<file path="src/logic/amd_pkg.sv">
// Constants and mode codes for the addressing-mode decoder.
// Assumes the core decodes the opcode into a base mode code.
`default_nettype none
package amd_pkg;
    // ------------------------------------------------------------
    // Prefix bytes, interrupt mask levels, page-zero base and opcode length
    // ------------------------------------------------------------
    localparam logic [7:0] PFX_SECOND_IDX = 8'h90;
    localparam logic [7:0] PFX_IND_SECOND = 8'h91;
    localparam logic [7:0] PFX_INDIRECT = 8'h92;
    localparam logic [1:0] MASK_SET_LVL = 2'h3;
    localparam logic [1:0] MASK_CLR_LVL = 2'h0;
    localparam logic [1:0] MASK_RST = 2'h3;
    localparam logic [15:0] PAGE_ZERO = 16'h0000;
    localparam logic [2:0] OPCODE_LEN = 3'h1;

    // ------------------------------------------------------------
    // Addressing modes
    // ------------------------------------------------------------
    typedef enum logic [3:0] {
        MD_INH = 4'h0,
        MD_IMM = 4'h1,
        MD_DIR_S = 4'h2,
        MD_DIR_L = 4'h3,
        MD_IDX_0 = 4'h4,
        MD_IDX_S = 4'h5,
        MD_IDX_L = 4'h6,
        MD_IND_S = 4'h7,
        MD_IND_L = 4'h8,
        MD_IIX_S = 4'h9,
        MD_IIX_L = 4'hA,
        MD_REL_D = 4'hB,
        MD_REL_I = 4'hC
    } amd_mode_e;

    typedef enum logic [2:0] {
        ST_IDLE = 3'h0,
        ST_OPND = 3'h1,
        ST_PTR = 3'h2,
        ST_DONE = 3'h3
    } amd_state_e;
endpackage
`default_nettype wire

</file>
<file path="src/logic/amd_decoder.sv">
// Operand fetch and effective-address former for an 8-bit core.
// Assumes a same-clock memory port answering with a one-cycle ack.
`default_nettype none

// Function
// - Inherent instructions are one byte; no operand bytes fetched.
// - Immediate: opcode then one byte used directly as operand value.
// - Short direct: one address byte, range 00 to FF.
// - Long direct: two address bytes reach the whole 64K space.
// - Indexed address is unsigned index plus offset, no sign extension.
// - Indexed without offset: no byte follows, index alone is address.
// - Short indexed: one offset byte plus index, range 00 to 1FE.
// - Long indexed: two offset bytes plus index over 64K.
// - Short indirect: byte pointer read from byte address is the effective address.
// - Long indirect: word pointer read from byte address, 64K range.
// - Indirect indexed: pointer from memory plus index, unsigned.
// - Short indirect indexed: byte address, byte pointer, 00 to 1FE.
// - Short direct and short indirect reach page zero only, fewer bytes.
// - Read-modify-write instructions accept short forms only.
// - Long variants reach the full 64K space.
// - Mask-set inherent instruction puts mask at level 3.
// - Mask-clear inherent instruction puts mask at level 0.
// - Relative target is PC plus signed 8-bit offset.
// - Prefix 90 selects the second index register.
// - Prefix 92 turns direct, offset X-indexed and relative forms into indirect ones.
module amd_decoder (
    // Clock and reset
    input wire logic refClk,
    input wire logic arst_n,
    // Core request
    input wire logic start,
    input wire logic [3:0] baseMode,
    input wire logic [7:0] prefixByte,
    input wire logic hasPrefix,
    input wire logic rmwOp,
    input wire logic interruptMaskSetOp,
    input wire logic interruptMaskClearOp,
    input wire logic [15:0] pcIn,
    input wire logic [7:0] idxX,
    input wire logic [7:0] idxY,
    // Memory port
    output logic memReq,
    output logic [15:0] memAddr,
    input wire logic memAck,
    input wire logic [7:0] memRdata,
    // Results
    output logic done,
    output logic modeError,
    output logic [3:0] effMode,
    output logic [15:0] effAddr,
    output logic [7:0] immValue,
    output logic isImmediate,
    output logic [2:0] instrLen,
    output logic [1:0] intMask
);
    // ------------------------------------------------------------
    // Mode helpers
    // ------------------------------------------------------------
    function automatic logic [1:0] opndBytes(input logic [3:0] m);
        unique case (m)
            amd_pkg::MD_INH, amd_pkg::MD_IDX_0: opndBytes = 2'h0;
            amd_pkg::MD_DIR_L, amd_pkg::MD_IDX_L: opndBytes = 2'h2;
            default: opndBytes = 2'h1;
        endcase
    endfunction

    function automatic logic isLong(input logic [3:0] m);
        isLong = (m == amd_pkg::MD_DIR_L) || (m == amd_pkg::MD_IDX_L) ||
            (m == amd_pkg::MD_IND_L) || (m == amd_pkg::MD_IIX_L);
    endfunction

    function automatic logic isIndexed(input logic [3:0] m);
        isIndexed = (m == amd_pkg::MD_IDX_0) || (m == amd_pkg::MD_IDX_S) ||
            (m == amd_pkg::MD_IDX_L) || (m == amd_pkg::MD_IIX_S) ||
            (m == amd_pkg::MD_IIX_L);
    endfunction

    // ------------------------------------------------------------
    // Prefix translation
    // ------------------------------------------------------------
    logic [3:0] modeX;
    logic useY;
    always_comb begin
        modeX = baseMode;
        useY = 1'b0;
        if (hasPrefix && prefixByte == amd_pkg::PFX_SECOND_IDX) begin
            useY = 1'b1;
        end
        if (hasPrefix && (prefixByte == amd_pkg::PFX_INDIRECT ||
                prefixByte == amd_pkg::PFX_IND_SECOND)) begin
            useY = (prefixByte == amd_pkg::PFX_IND_SECOND);
            unique case (baseMode)
                amd_pkg::MD_DIR_S: modeX = amd_pkg::MD_IND_S;
                amd_pkg::MD_DIR_L: modeX = amd_pkg::MD_IND_L;
                amd_pkg::MD_IDX_S: modeX = amd_pkg::MD_IIX_S;
                amd_pkg::MD_IDX_L: modeX = amd_pkg::MD_IIX_L;
                amd_pkg::MD_REL_D: modeX = amd_pkg::MD_REL_I;
                default: modeX = baseMode;
            endcase
        end
    end

    // ------------------------------------------------------------
    // Sequencer state
    // ------------------------------------------------------------
    amd_pkg::amd_state_e state_reg;
    logic [3:0] mode_reg;
    logic [7:0] idx_reg;
    logic [15:0] pc_reg;
    logic [15:0] fetchAddr_reg;
    logic [1:0] left_reg;
    logic [15:0] word_reg;
    logic memReq_reg;
    logic [15:0] memAddr_reg;
    logic done_reg;
    logic modeError_reg;
    logic [15:0] effAddr_reg;
    logic [7:0] imm_reg;
    logic isImm_reg;
    logic [2:0] len_reg;
    logic [1:0] intMask_reg;

    // Pointer width: word for long indirect forms
    logic ptrWord;
    assign ptrWord = isLong(mode_reg);

    // Final address from collected operand or pointer
    logic [15:0] effNext;
    always_comb begin
        effNext = word_reg;
        unique case (mode_reg)
            amd_pkg::MD_IDX_0:
                effNext = {8'h00, idx_reg};
            amd_pkg::MD_IDX_S, amd_pkg::MD_IIX_S:
                // Nine-bit sum, carry lands in bit 8
                effNext = {7'h00, {1'b0, word_reg[7:0]} +
                    {1'b0, idx_reg}};
            amd_pkg::MD_IDX_L, amd_pkg::MD_IIX_L:
                effNext = word_reg + {8'h00, idx_reg};
            amd_pkg::MD_DIR_S, amd_pkg::MD_IND_S:
                effNext = {amd_pkg::PAGE_ZERO[15:8],
                    word_reg[7:0]};
            amd_pkg::MD_REL_D, amd_pkg::MD_REL_I:
                effNext = pc_reg + {{8{word_reg[7]}}, word_reg[7:0]};
            default:
                effNext = word_reg;
        endcase
    end

    // Modes whose operand byte is a pointer address
    logic needPtr;
    assign needPtr = (mode_reg == amd_pkg::MD_IND_S) ||
        (mode_reg == amd_pkg::MD_IND_L) || (mode_reg == amd_pkg::MD_IIX_S) ||
        (mode_reg == amd_pkg::MD_IIX_L) || (mode_reg == amd_pkg::MD_REL_I);

    logic [2:0] lenNext;
    always_comb begin
        lenNext = amd_pkg::OPCODE_LEN + {1'b0, opndBytes(modeX)};
        if (modeX == amd_pkg::MD_IND_L || modeX == amd_pkg::MD_IIX_L) begin
            // Long indirect takes one pointer-address byte only
            lenNext = amd_pkg::OPCODE_LEN + 3'h1;
        end
        if (hasPrefix) begin
            lenNext = lenNext + 3'h1;
        end
    end

    // ------------------------------------------------------------
    // Fetch sequencer
    // ------------------------------------------------------------
    always_ff @(posedge refClk or negedge arst_n) begin
        if (!arst_n) begin
            state_reg <= amd_pkg::ST_IDLE;
            mode_reg <= amd_pkg::MD_INH;
            idx_reg <= 8'h00;
            pc_reg <= 16'h0000;
            fetchAddr_reg <= 16'h0000;
            left_reg <= 2'h0;
            word_reg <= 16'h0000;
            memReq_reg <= 1'b0;
            memAddr_reg <= 16'h0000;
        end else begin
            unique case (state_reg)
                amd_pkg::ST_IDLE: begin
                    if (start) begin
                        mode_reg <= modeX;
                        idx_reg <= useY ? idxY : idxX;
                        // Prefix sits before the opcode, so it is not counted
                        pc_reg <= pcIn + {13'h0000, lenNext} -
                            {15'h0000, hasPrefix};
                        word_reg <= 16'h0000;
                        if (isLong(modeX) && rmwOp) begin
                            state_reg <= amd_pkg::ST_DONE;
                        end else if (modeX == amd_pkg::MD_INH ||
                                modeX == amd_pkg::MD_IDX_0) begin
                            state_reg <= amd_pkg::ST_DONE;
                        end else begin
                            // Operand bytes sit right after the opcode
                            left_reg <= (modeX == amd_pkg::MD_IND_L ||
                                modeX == amd_pkg::MD_IIX_L) ? 2'h1 :
                                opndBytes(modeX);
                            memAddr_reg <= pcIn + 16'h0001;
                            fetchAddr_reg <= pcIn + 16'h0001;
                            memReq_reg <= 1'b1;
                            state_reg <= amd_pkg::ST_OPND;
                        end
                    end
                end
                amd_pkg::ST_OPND: begin
                    if (memAck) begin
                        word_reg <= {word_reg[7:0], memRdata};
                        if (left_reg == 2'h1) begin
                            if (needPtr) begin
                                // Pointer address is page zero
                                memAddr_reg <= {8'h00, memRdata};
                                fetchAddr_reg <= {8'h00, memRdata};
                                left_reg <= ptrWord ? 2'h2 : 2'h1;
                                word_reg <= 16'h0000;
                                state_reg <= amd_pkg::ST_PTR;
                            end else begin
                                memReq_reg <= 1'b0;
                                state_reg <= amd_pkg::ST_DONE;
                            end
                        end else begin
                            left_reg <= left_reg - 2'h1;
                            memAddr_reg <= fetchAddr_reg + 16'h0001;
                            fetchAddr_reg <= fetchAddr_reg + 16'h0001;
                        end
                    end
                end
                amd_pkg::ST_PTR: begin
                    if (memAck) begin
                        // High byte first, then the next address
                        word_reg <= {word_reg[7:0], memRdata};
                        if (left_reg == 2'h1) begin
                            memReq_reg <= 1'b0;
                            state_reg <= amd_pkg::ST_DONE;
                        end else begin
                            left_reg <= left_reg - 2'h1;
                            memAddr_reg <= fetchAddr_reg + 16'h0001;
                            fetchAddr_reg <= fetchAddr_reg + 16'h0001;
                        end
                    end
                end
                amd_pkg::ST_DONE: begin
                    state_reg <= amd_pkg::ST_IDLE;
                end
                default: begin
                    state_reg <= amd_pkg::ST_IDLE;
                    memReq_reg <= 1'b0;
                end
            endcase
        end
    end

    // ------------------------------------------------------------
    // Results
    // ------------------------------------------------------------
    always_ff @(posedge refClk or negedge arst_n) begin
        if (!arst_n) begin
            done_reg <= 1'b0;
            modeError_reg <= 1'b0;
            effAddr_reg <= 16'h0000;
            imm_reg <= 8'h00;
            isImm_reg <= 1'b0;
            len_reg <= 3'h0;
        end else begin
            done_reg <= (state_reg == amd_pkg::ST_DONE);
            if (state_reg == amd_pkg::ST_IDLE && start) begin
                len_reg <= lenNext;
                modeError_reg <= isLong(modeX) && rmwOp;
                isImm_reg <= (modeX == amd_pkg::MD_IMM);
            end
            if (state_reg == amd_pkg::ST_DONE) begin
                if (mode_reg == amd_pkg::MD_IMM) begin
                    imm_reg <= word_reg[7:0];
                    effAddr_reg <= 16'h0000;
                end else begin
                    effAddr_reg <= effNext;
                end
            end
        end
    end

    // Interrupt mask level held for the core
    always_ff @(posedge refClk or negedge arst_n) begin
        if (!arst_n) begin
            intMask_reg <= amd_pkg::MASK_RST;
        end else if (state_reg == amd_pkg::ST_IDLE && start &&
                modeX == amd_pkg::MD_INH) begin
            if (interruptMaskSetOp) begin
                intMask_reg <= amd_pkg::MASK_SET_LVL;
            end else if (interruptMaskClearOp) begin
                intMask_reg <= amd_pkg::MASK_CLR_LVL;
            end
        end
    end

    assign memReq = memReq_reg;
    assign memAddr = memAddr_reg;
    assign done = done_reg;
    assign modeError = modeError_reg;
    assign effMode = mode_reg;
    assign effAddr = effAddr_reg;
    assign immValue = imm_reg;
    assign isImmediate = isImm_reg;
    assign instrLen = len_reg;
    assign intMask = intMask_reg;
endmodule
`default_nettype wire

</file>
<file path="config.mk">
export PLATFORM = sky130hd
export DESIGN_NAME = amd_decoder
export DESIGN_NICKNAME = d
export VERILOG_FILES = /design/src/logic/amd_pkg.sv /design/src/logic/amd_decoder.sv
export SDC_FILE = /design/constraint.sdc
export NUM_CORES = 1
export LEC_CHECK = 0
export BUFFER_PORTS_ARGS = -buffer_cell sky130_fd_sc_hd__buf_2
export CAP_MARGIN = 30
export CORE_AREA = 2 2 117 119
export DETAILED_ROUTE_END_ITERATION = 12
export DIE_AREA = 0 0 119 121
export GPL_ROUTABILITY_DRIVEN = 0
export PLACE_DENSITY = 0.79
export SYNTH_ARGS = -nofsm -noshare
export SYNTH_HDL_FRONTEND = slang
export SYNTH_SLANG_ARGS = --single-unit
export TNS_END_PERCENT = 100
</file>
<file path="constraint.sdc">
create_clock -name refClk -period 3 [get_ports refClk]
set_input_delay 0.15 -clock refClk [delete_from_list [all_inputs] [get_ports refClk]]
set_output_delay 0.15 -clock refClk [all_outputs]
set_load 0.05 [all_outputs]
</file>
==> results of run 1 <==
kinds of logic after synthesis:
family | share of synthesized area, %
AOI/OAI and AO/OA | 26.6
xor gates and xnor gates | 6.27
adders and majority gates | 10.9
buffers and inverters | 4.41
DFF | 32.4
muxes | 3.28
and+or+nand+nor | 16.1
report_power, final:
part | total, W | switching (W) | internal (W)
logic | 0.00534 | 0.00340 | 0.00194
clock network | 0.00122 | 0.000556 | 0.000664
registers | 0.00240 | 0.000592 | 0.00181
cell type report:
cell class | instances | area (um^2)
multi-input combinational | 674 | 4810
fill | 1032 | 4040
sequential | 96 | 2400
timing repair buffer | 184 | 1150
clock buffer | 9 | 225
tap | 176 | 220
inverter | 40 | 150
clock inverter | 7 | 87.6
layer usage:
layer | share of wire, % | wire (um)
met2 | 46 | 9610
met5 | 0 | 0
met1 | 42 | 8810
met4 | 4.5 | 935
met3 | 6.6 | 1370
worst max-delay path by stage:
stage | start | to | slack [ps] | cells after the start
4_1_cts | prefixByte[6] | pc_reg[12] | -130 | 18
6_report | prefixByte[6] | pc_reg[12] | -240 | 18
5_1_grt | prefixByte[6] | pc_reg[12] | -380 | 18
2_1_floorplan | prefixByte[6] | pc_reg[12] | -360 | 17
3_5_place_dp | prefixByte[6] | pc_reg[12] | -690 | 18
3_3_place_gp | prefixByte[6] | pc_reg[12] | -500 | 18
per-stage QoR:
step           instance area [um^2]  power, W  utilization (%)  hold slack [ps]  setup WS [ps]
3_3_place_gp                   8440   0.00744             64.5              393           -497
2_1_floorplan                  7460   0.00627                -             -146           -360
6_report                       9050   0.00896             69.2             22.3           -242
3_5_place_dp                   8470   0.00755             64.7              155           -687
4_1_cts                        9000   0.00885             68.8             18.9           -127
5_1_grt                        9050   0.00956             69.2             24.1           -383
critical path, cell delays in order:
cell and delay [ps]:
buf_6 90, nand4bb_4 230, nor4_4 280, o21ai_1 90
a21oi_1 210, nor2_2 80, ha_1 300, mux2i_2 80
ha_1 310, inv_2 60, fa_2 380, a211oi_2 250
o21ai_2 110, a221oi_2 290, o21bai_1 100, a21oi_1 190
xor2_1 190, o21ai_1 70
placed cells by master (no fill, tap or decap), drive strengths merged, types with 20 or more instances in the layout:
master	n
o21ai	83
nand3	20
nor2	60
inv	43
nand2	97
ha	60
xnor2	36
a21oi	53
buf	183
a22o	29
dfrtp	95
timing repair:
action | 4_1_cts | 5_1_grt
endpoints found under the setup margin | 8 | 11
pin swaps | 12 | 13
gates resized for setup | 12 | 8
hold buffers | 1 | 0
setup buffers | 20 | 4
endpoints found under the hold margin | 36 | 0
==> impl_metrics.py, run 1 <==
metrics = {
    "logic_synthesis": {
        "ys_ff_latch": 96,
        "async_flop_share_pct": 100,
        "synth_area_leaders": "dfrtp_1, ha_1, nand2_1",
        "synth.distinct_cells": 82,
        "synth_ff_type": "dfrtp_1",
        "synth.top_cell.area_share_pct": 32.1,
        "ys_seq_area_share_pct": 32.4,
        "yosysWarnings": 0,
        "yosys-top-cells-count": "nand2_1, dfrtp_1, o21ai_0",
        "yosys.area.top_type": "dfrtp_1",
        "synth-edff-count": 0,
        "post-synth-top-count-cell": "nand2_1",
        "syn_nets": 967,
        "netlist_area_um2": 7410,
        "postSynthAreaPerCell_um2": 8.78,
        "syn_inst": 844,
    },
    "routing": {
        "wl_per_cell_um": 17.5,
        "avgViaCountPerCell": 6.11,
        "dr.pass1.iters": 6,
        "detail-route-antenna-nets": 0,
        "drc_errors": 0,
        "drt-total-wl_mm": 20.7,
        "first_iter_violations": 774,
        "num_vias": 7243,
    },
    "setup_path": {
        "start_kind": "input pin",
        "critPathRequiredTime_ps": 3240,
        "crit_fanout": 3,
        "r2r_cells": 9,
        "cp.arrival_ps": 3480,
        "setup.worst_path.class": "in2reg",
        "reg2reg_slack_ps": 170,
        "r2r-end": "effAddr[14]",
        "rr_startpoint": "word_reg[0]",
        "critPathCaptureType": "register",
    },
    "clock_network": {
        "cts_buffers": 9,
        "cts_buffer_depth": 2,
        "htree_levels": 3,
        "cts_sinks": 96,
        "insertion_delay_ps": 360,
        "cts_tree": "built",
        "clkTransAtPathRegs_ps": 70,
        "cts_root_buf": "clkbuf_16",
    },
    "final_layout": {
        "final_cell_count_no_fill": 1186,
        "diodes": 0,
        "area_delta_synth_final_pct": 22.1,
        "drive_gt1_share_pct": 24.8,
        "nets": 1128,
    },
    "timing": {
        "period_needed_ps": 3240,
        "tightest_slew_ps": 854,
        "setup-tns-final_ps": -1360,
        "slew_headroom_pct": 42.8,
        "rsz0062_at_grt": "true",
        "fin_skew_ps": 11.8,
        "finalMaxSlewViolations": 0,
        "finalSetupViolations": 10,
        "setup_ws_ps": -242,
        "period_share_pct": 108,
        "clock.fmax_ghz": 0.308,
        "hold_violations": 0,
    },
    "grt": {
        "antenna_found_initial": 0,
        "grt_most_used_layer": "met2",
        "use_met2_pct": 46.5,
        "grt.overflow.total": 0,
        "grt_pass1_vias": 6535,
        "grt_use_total_pct": 28.8,
        "grt_util_met1_pct": 38.5,
        "grt_pass1_wl_mm": 33.1,
        "grt_max_degree": 49,
        "use_met3_pct": 3.85,
    },
    "floorplanning": {
        "dieWidth_um": 119,
        "die_area_um2": 14400,
        "ioPinCount": 113,
        "die_h_um": 121,
        "start_util_pct": 56.6,
        "fp.coreArea_um2": 13100,
        "num_rows": 42,
    },
    "status": {
        "status": "complete, but fails checks",
        "violations": "negative setup slack",
    },
    "placement": {
        "io_buffers": 112,
        "place_hpwl_mm": 15.1,
        "place_inst": 1147,
    },
    "min_path": {
        "holdCritPathClass": "in2reg",
        "hold_end": "word_reg[4]",
        "hold_start": "memRdata[4]",
        "min_path_cells": 2,
    },
    "power": {
        "peakVddDrop_mv": 0.700,
        "p_leak_nw": 4.31,
        "p_per_area_nw_per_um2": 990,
    },
    "run": {
        "max_cap_viol_count": 0,
    },
}
Note: power is estimated with default switching activity, not from simulation.
==> run 2, diff against run 1 <==
==> constraint.sdc (replaced) <==
create_clock -name refClk -period 3 [get_ports refClk]
set_input_delay 0.3 -clock refClk [delete_from_list [all_inputs] [get_ports refClk]]
set_output_delay 0.3 -clock refClk [all_outputs]
set_load 0.05 [all_outputs]
==> run 2 against run 1 <==
  * The run still ends with negative setup slack left
  * Clock-buffer cell count unchanged
  * Worst setup slack got worse by 0.76 ps
  * Clock skew down 2.3 ps
  * Sequential power is essentially flat
  * Final area down 2.0%
  * Die area unchanged
  * Critical path depth rose by 1
  * Non-clock buffer count is 20 lower
  * Fmax hardly changed
  * First-iteration DRC count is 18% lower
  * Combinational power shrank 1%
  * Largest cell class unchanged
==> impl_metrics.py, run 2 (same netlist as run 1, synthesis figures left out) <==
metrics = {
    "setup_path": {
        "critPathCaptureType": "register",
        "reg2reg_slack_ps": 280,
        "start_kind": "input pin",
        "critPathRequiredTime_ps": 3220,
        "crit_fanout": 3,
        "setup.worst_path.class": "in2reg",
        "cp.arrival_ps": 3460,
    },
    "status": {
        "status": "complete, but fails checks",
        "violations": "negative setup slack",
    },
    "floorplanning": {
        "dieWidth_um": 119,
        "ioPinCount": 113,
        "fp.coreArea_um2": 13100,
        "num_rows": 42,
        "start_util_pct": 56.6,
        "die_area_um2": 14400,
        "die_h_um": 121,
    },
    "final_layout": {
        "nFillCells": 1083,
        "finish.utilization_pct": 67.8,
        "diodes": 0,
        "layout_common_cells": "buf_2, nand2_1, dfrtp_1",
        "nets": 1108,
        "area_delta_synth_final_pct": 19.7,
        "final_common_cell": "buf_2",
        "drive_gt1_share_pct": 23.3,
    },
    "run": {
        "max_cap_viol_count": 0,
    },
    "routing": {
        "drt-total-wl_mm": 20.0,
        "avgViaCountPerCell": 6.02,
        "detail-route-antenna-nets": 0,
        "dr.pass1.iters": 7,
        "num_vias": 7019,
        "drc_errors": 0,
        "first_iter_violations": 632,
        "wl_per_cell_um": 17.1,
    },
    "timing": {
        "tightest_slew_ps": 872,
        "finalSetupViolations": 9,
        "rsz0062_at_grt": "true",
        "hold_violations": 0,
        "fin_skew_ps": 9.50,
        "hold_slack_ps": 0.289,
        "finalMaxSlewViolations": 0,
        "setup_ws_ps": -242,
        "period_share_pct": 108,
        "slew_headroom_pct": 41.6,
        "period_needed_ps": 3240,
        "clock.fmax_ghz": 0.308,
    },
    "clock_network": {
        "insertion_delay_ps": 360,
        "cts_buffers": 9,
        "cts_buffer_depth": 2,
        "htree_levels": 3,
        "holdBufCountCts": 0,
        "clkTransAtPathRegs_ps": 70,
        "cts_root_buf": "clkbuf_16",
        "cts_tree": "built",
        "cts_sinks": 96,
    },
    "grt": {
        "grt_use_total_pct": 28.2,
        "antenna_found_initial": 0,
        "grt.overflow.total": 0,
        "grt_pass1_vias": 6560,
        "grt_pass1_wl_mm": 32.8,
        "grt_max_degree": 58,
    },
    "power": {
        "p_per_area_nw_per_um2": 1000,
        "finalPower_w": 0.00889,
        "p_leak_nw": 4.20,
        "peakVddDrop_mv": 0.662,
    },
    "min_path": {
        "holdCritPathClass": "in2async",
    },
    "placement": {
        "place_hpwl_mm": 15.0,
        "io_buffers": 112,
    },
}
[run 2: cell count changes in the layout (fill, tap and decap cells not counted), sizes merged]
cell         delta
buf            -19
clkinv          +2
clkinvlp        -1
dlygate4sd3     -1
inv             -1
[run 2: path summary, 6_finish.rpt]
check                      cells after the start           from           to
max                                           19  prefixByte[5]   pc_reg[13]
min                                            1         arst_n   idx_reg[1]
max reg2reg                                    8    word_reg[1]   effAddr[7]
min reg2reg                                    2      modeError    modeError
max in group asynchronous                      2         arst_n  memAddr[14]
min in group refClk                            3          rmwOp    modeError
[run 2: routing by layer]
layer  vias to the layer above  routed length (um)  global-route usage, %  share of wire [%]
li1                       3391                   -                      -                  -
met1                      3313                8700                   37.8                 44
met2                       263                9410                   46.0                 47
met3                        52                1050                   3.95                5.3
met4                         0                 811                   11.9                4.1
met5                         -                   0                      0                  0
[run 2: critical path: stages]
cell and delay (ps):
buf_6 90, nand4bb_4 230, nor4_4 310, o21ai_1 90, a21oi_1 120, nor2_1 90, ha_1 290, mux2i_1 200
ha_1 280, inv_2 70, buf_6 90, ha_4 200, a211oi_4 240, o21bai_2 120, a21oi_2 200, o31ai_1 110
a21oi_1 200, xor2_1 170, o21ai_0 80
[run 2: through the flow]
stage | TNS, ps | cells | instance area [um^2] | setup WS (ps)
floorplan | -2430 | 844 | 7460 | -510
global placement | -5350 | 1147 | 8430 | -646
detailed placement | -6360 | 1147 | 8430 | -735
CTS | -1350 | 1165 | 8830 | -243
global route | -3350 | 1166 | 8870 | -466
finish | -1520 | 1166 | 8870 | -242
[run 2: timing repair]
item / in CTS / in global routing
buffers inserted: 3 / 1
pin swaps: 25 / 17
endpoints found under the setup margin: 9 / 11
gates cloned: 0 / 0
gates resized for setup: 11 / 8
[run 2: power by group]
| part | switching (W) | internal (W) | leakage, nW | total, W |
|---|---|---|---|---|
| combinational | 0.00339 | 0.00187 | 2.81 | 0.00526 |
| clock | 0.000561 | 0.000675 | 0.159 | 0.00124 |
| sequential | 0.000578 | 0.00181 | 1.24 | 0.00239 |
[run 2: area by class of cell]
cell class                      instances  area (um^2)  share of cell area, %
Timing Repair Buffer                  164          963                   10.9
Sequential cell                        96         2400                   27.1
Tap cell                              176          220                   2.48
Inverter                               40          150                   1.69
Multi-Input combinational cell        674         4810                   54.2
Clock buffer                            9          225                   2.54
Clock inverter                          7          103                   1.16
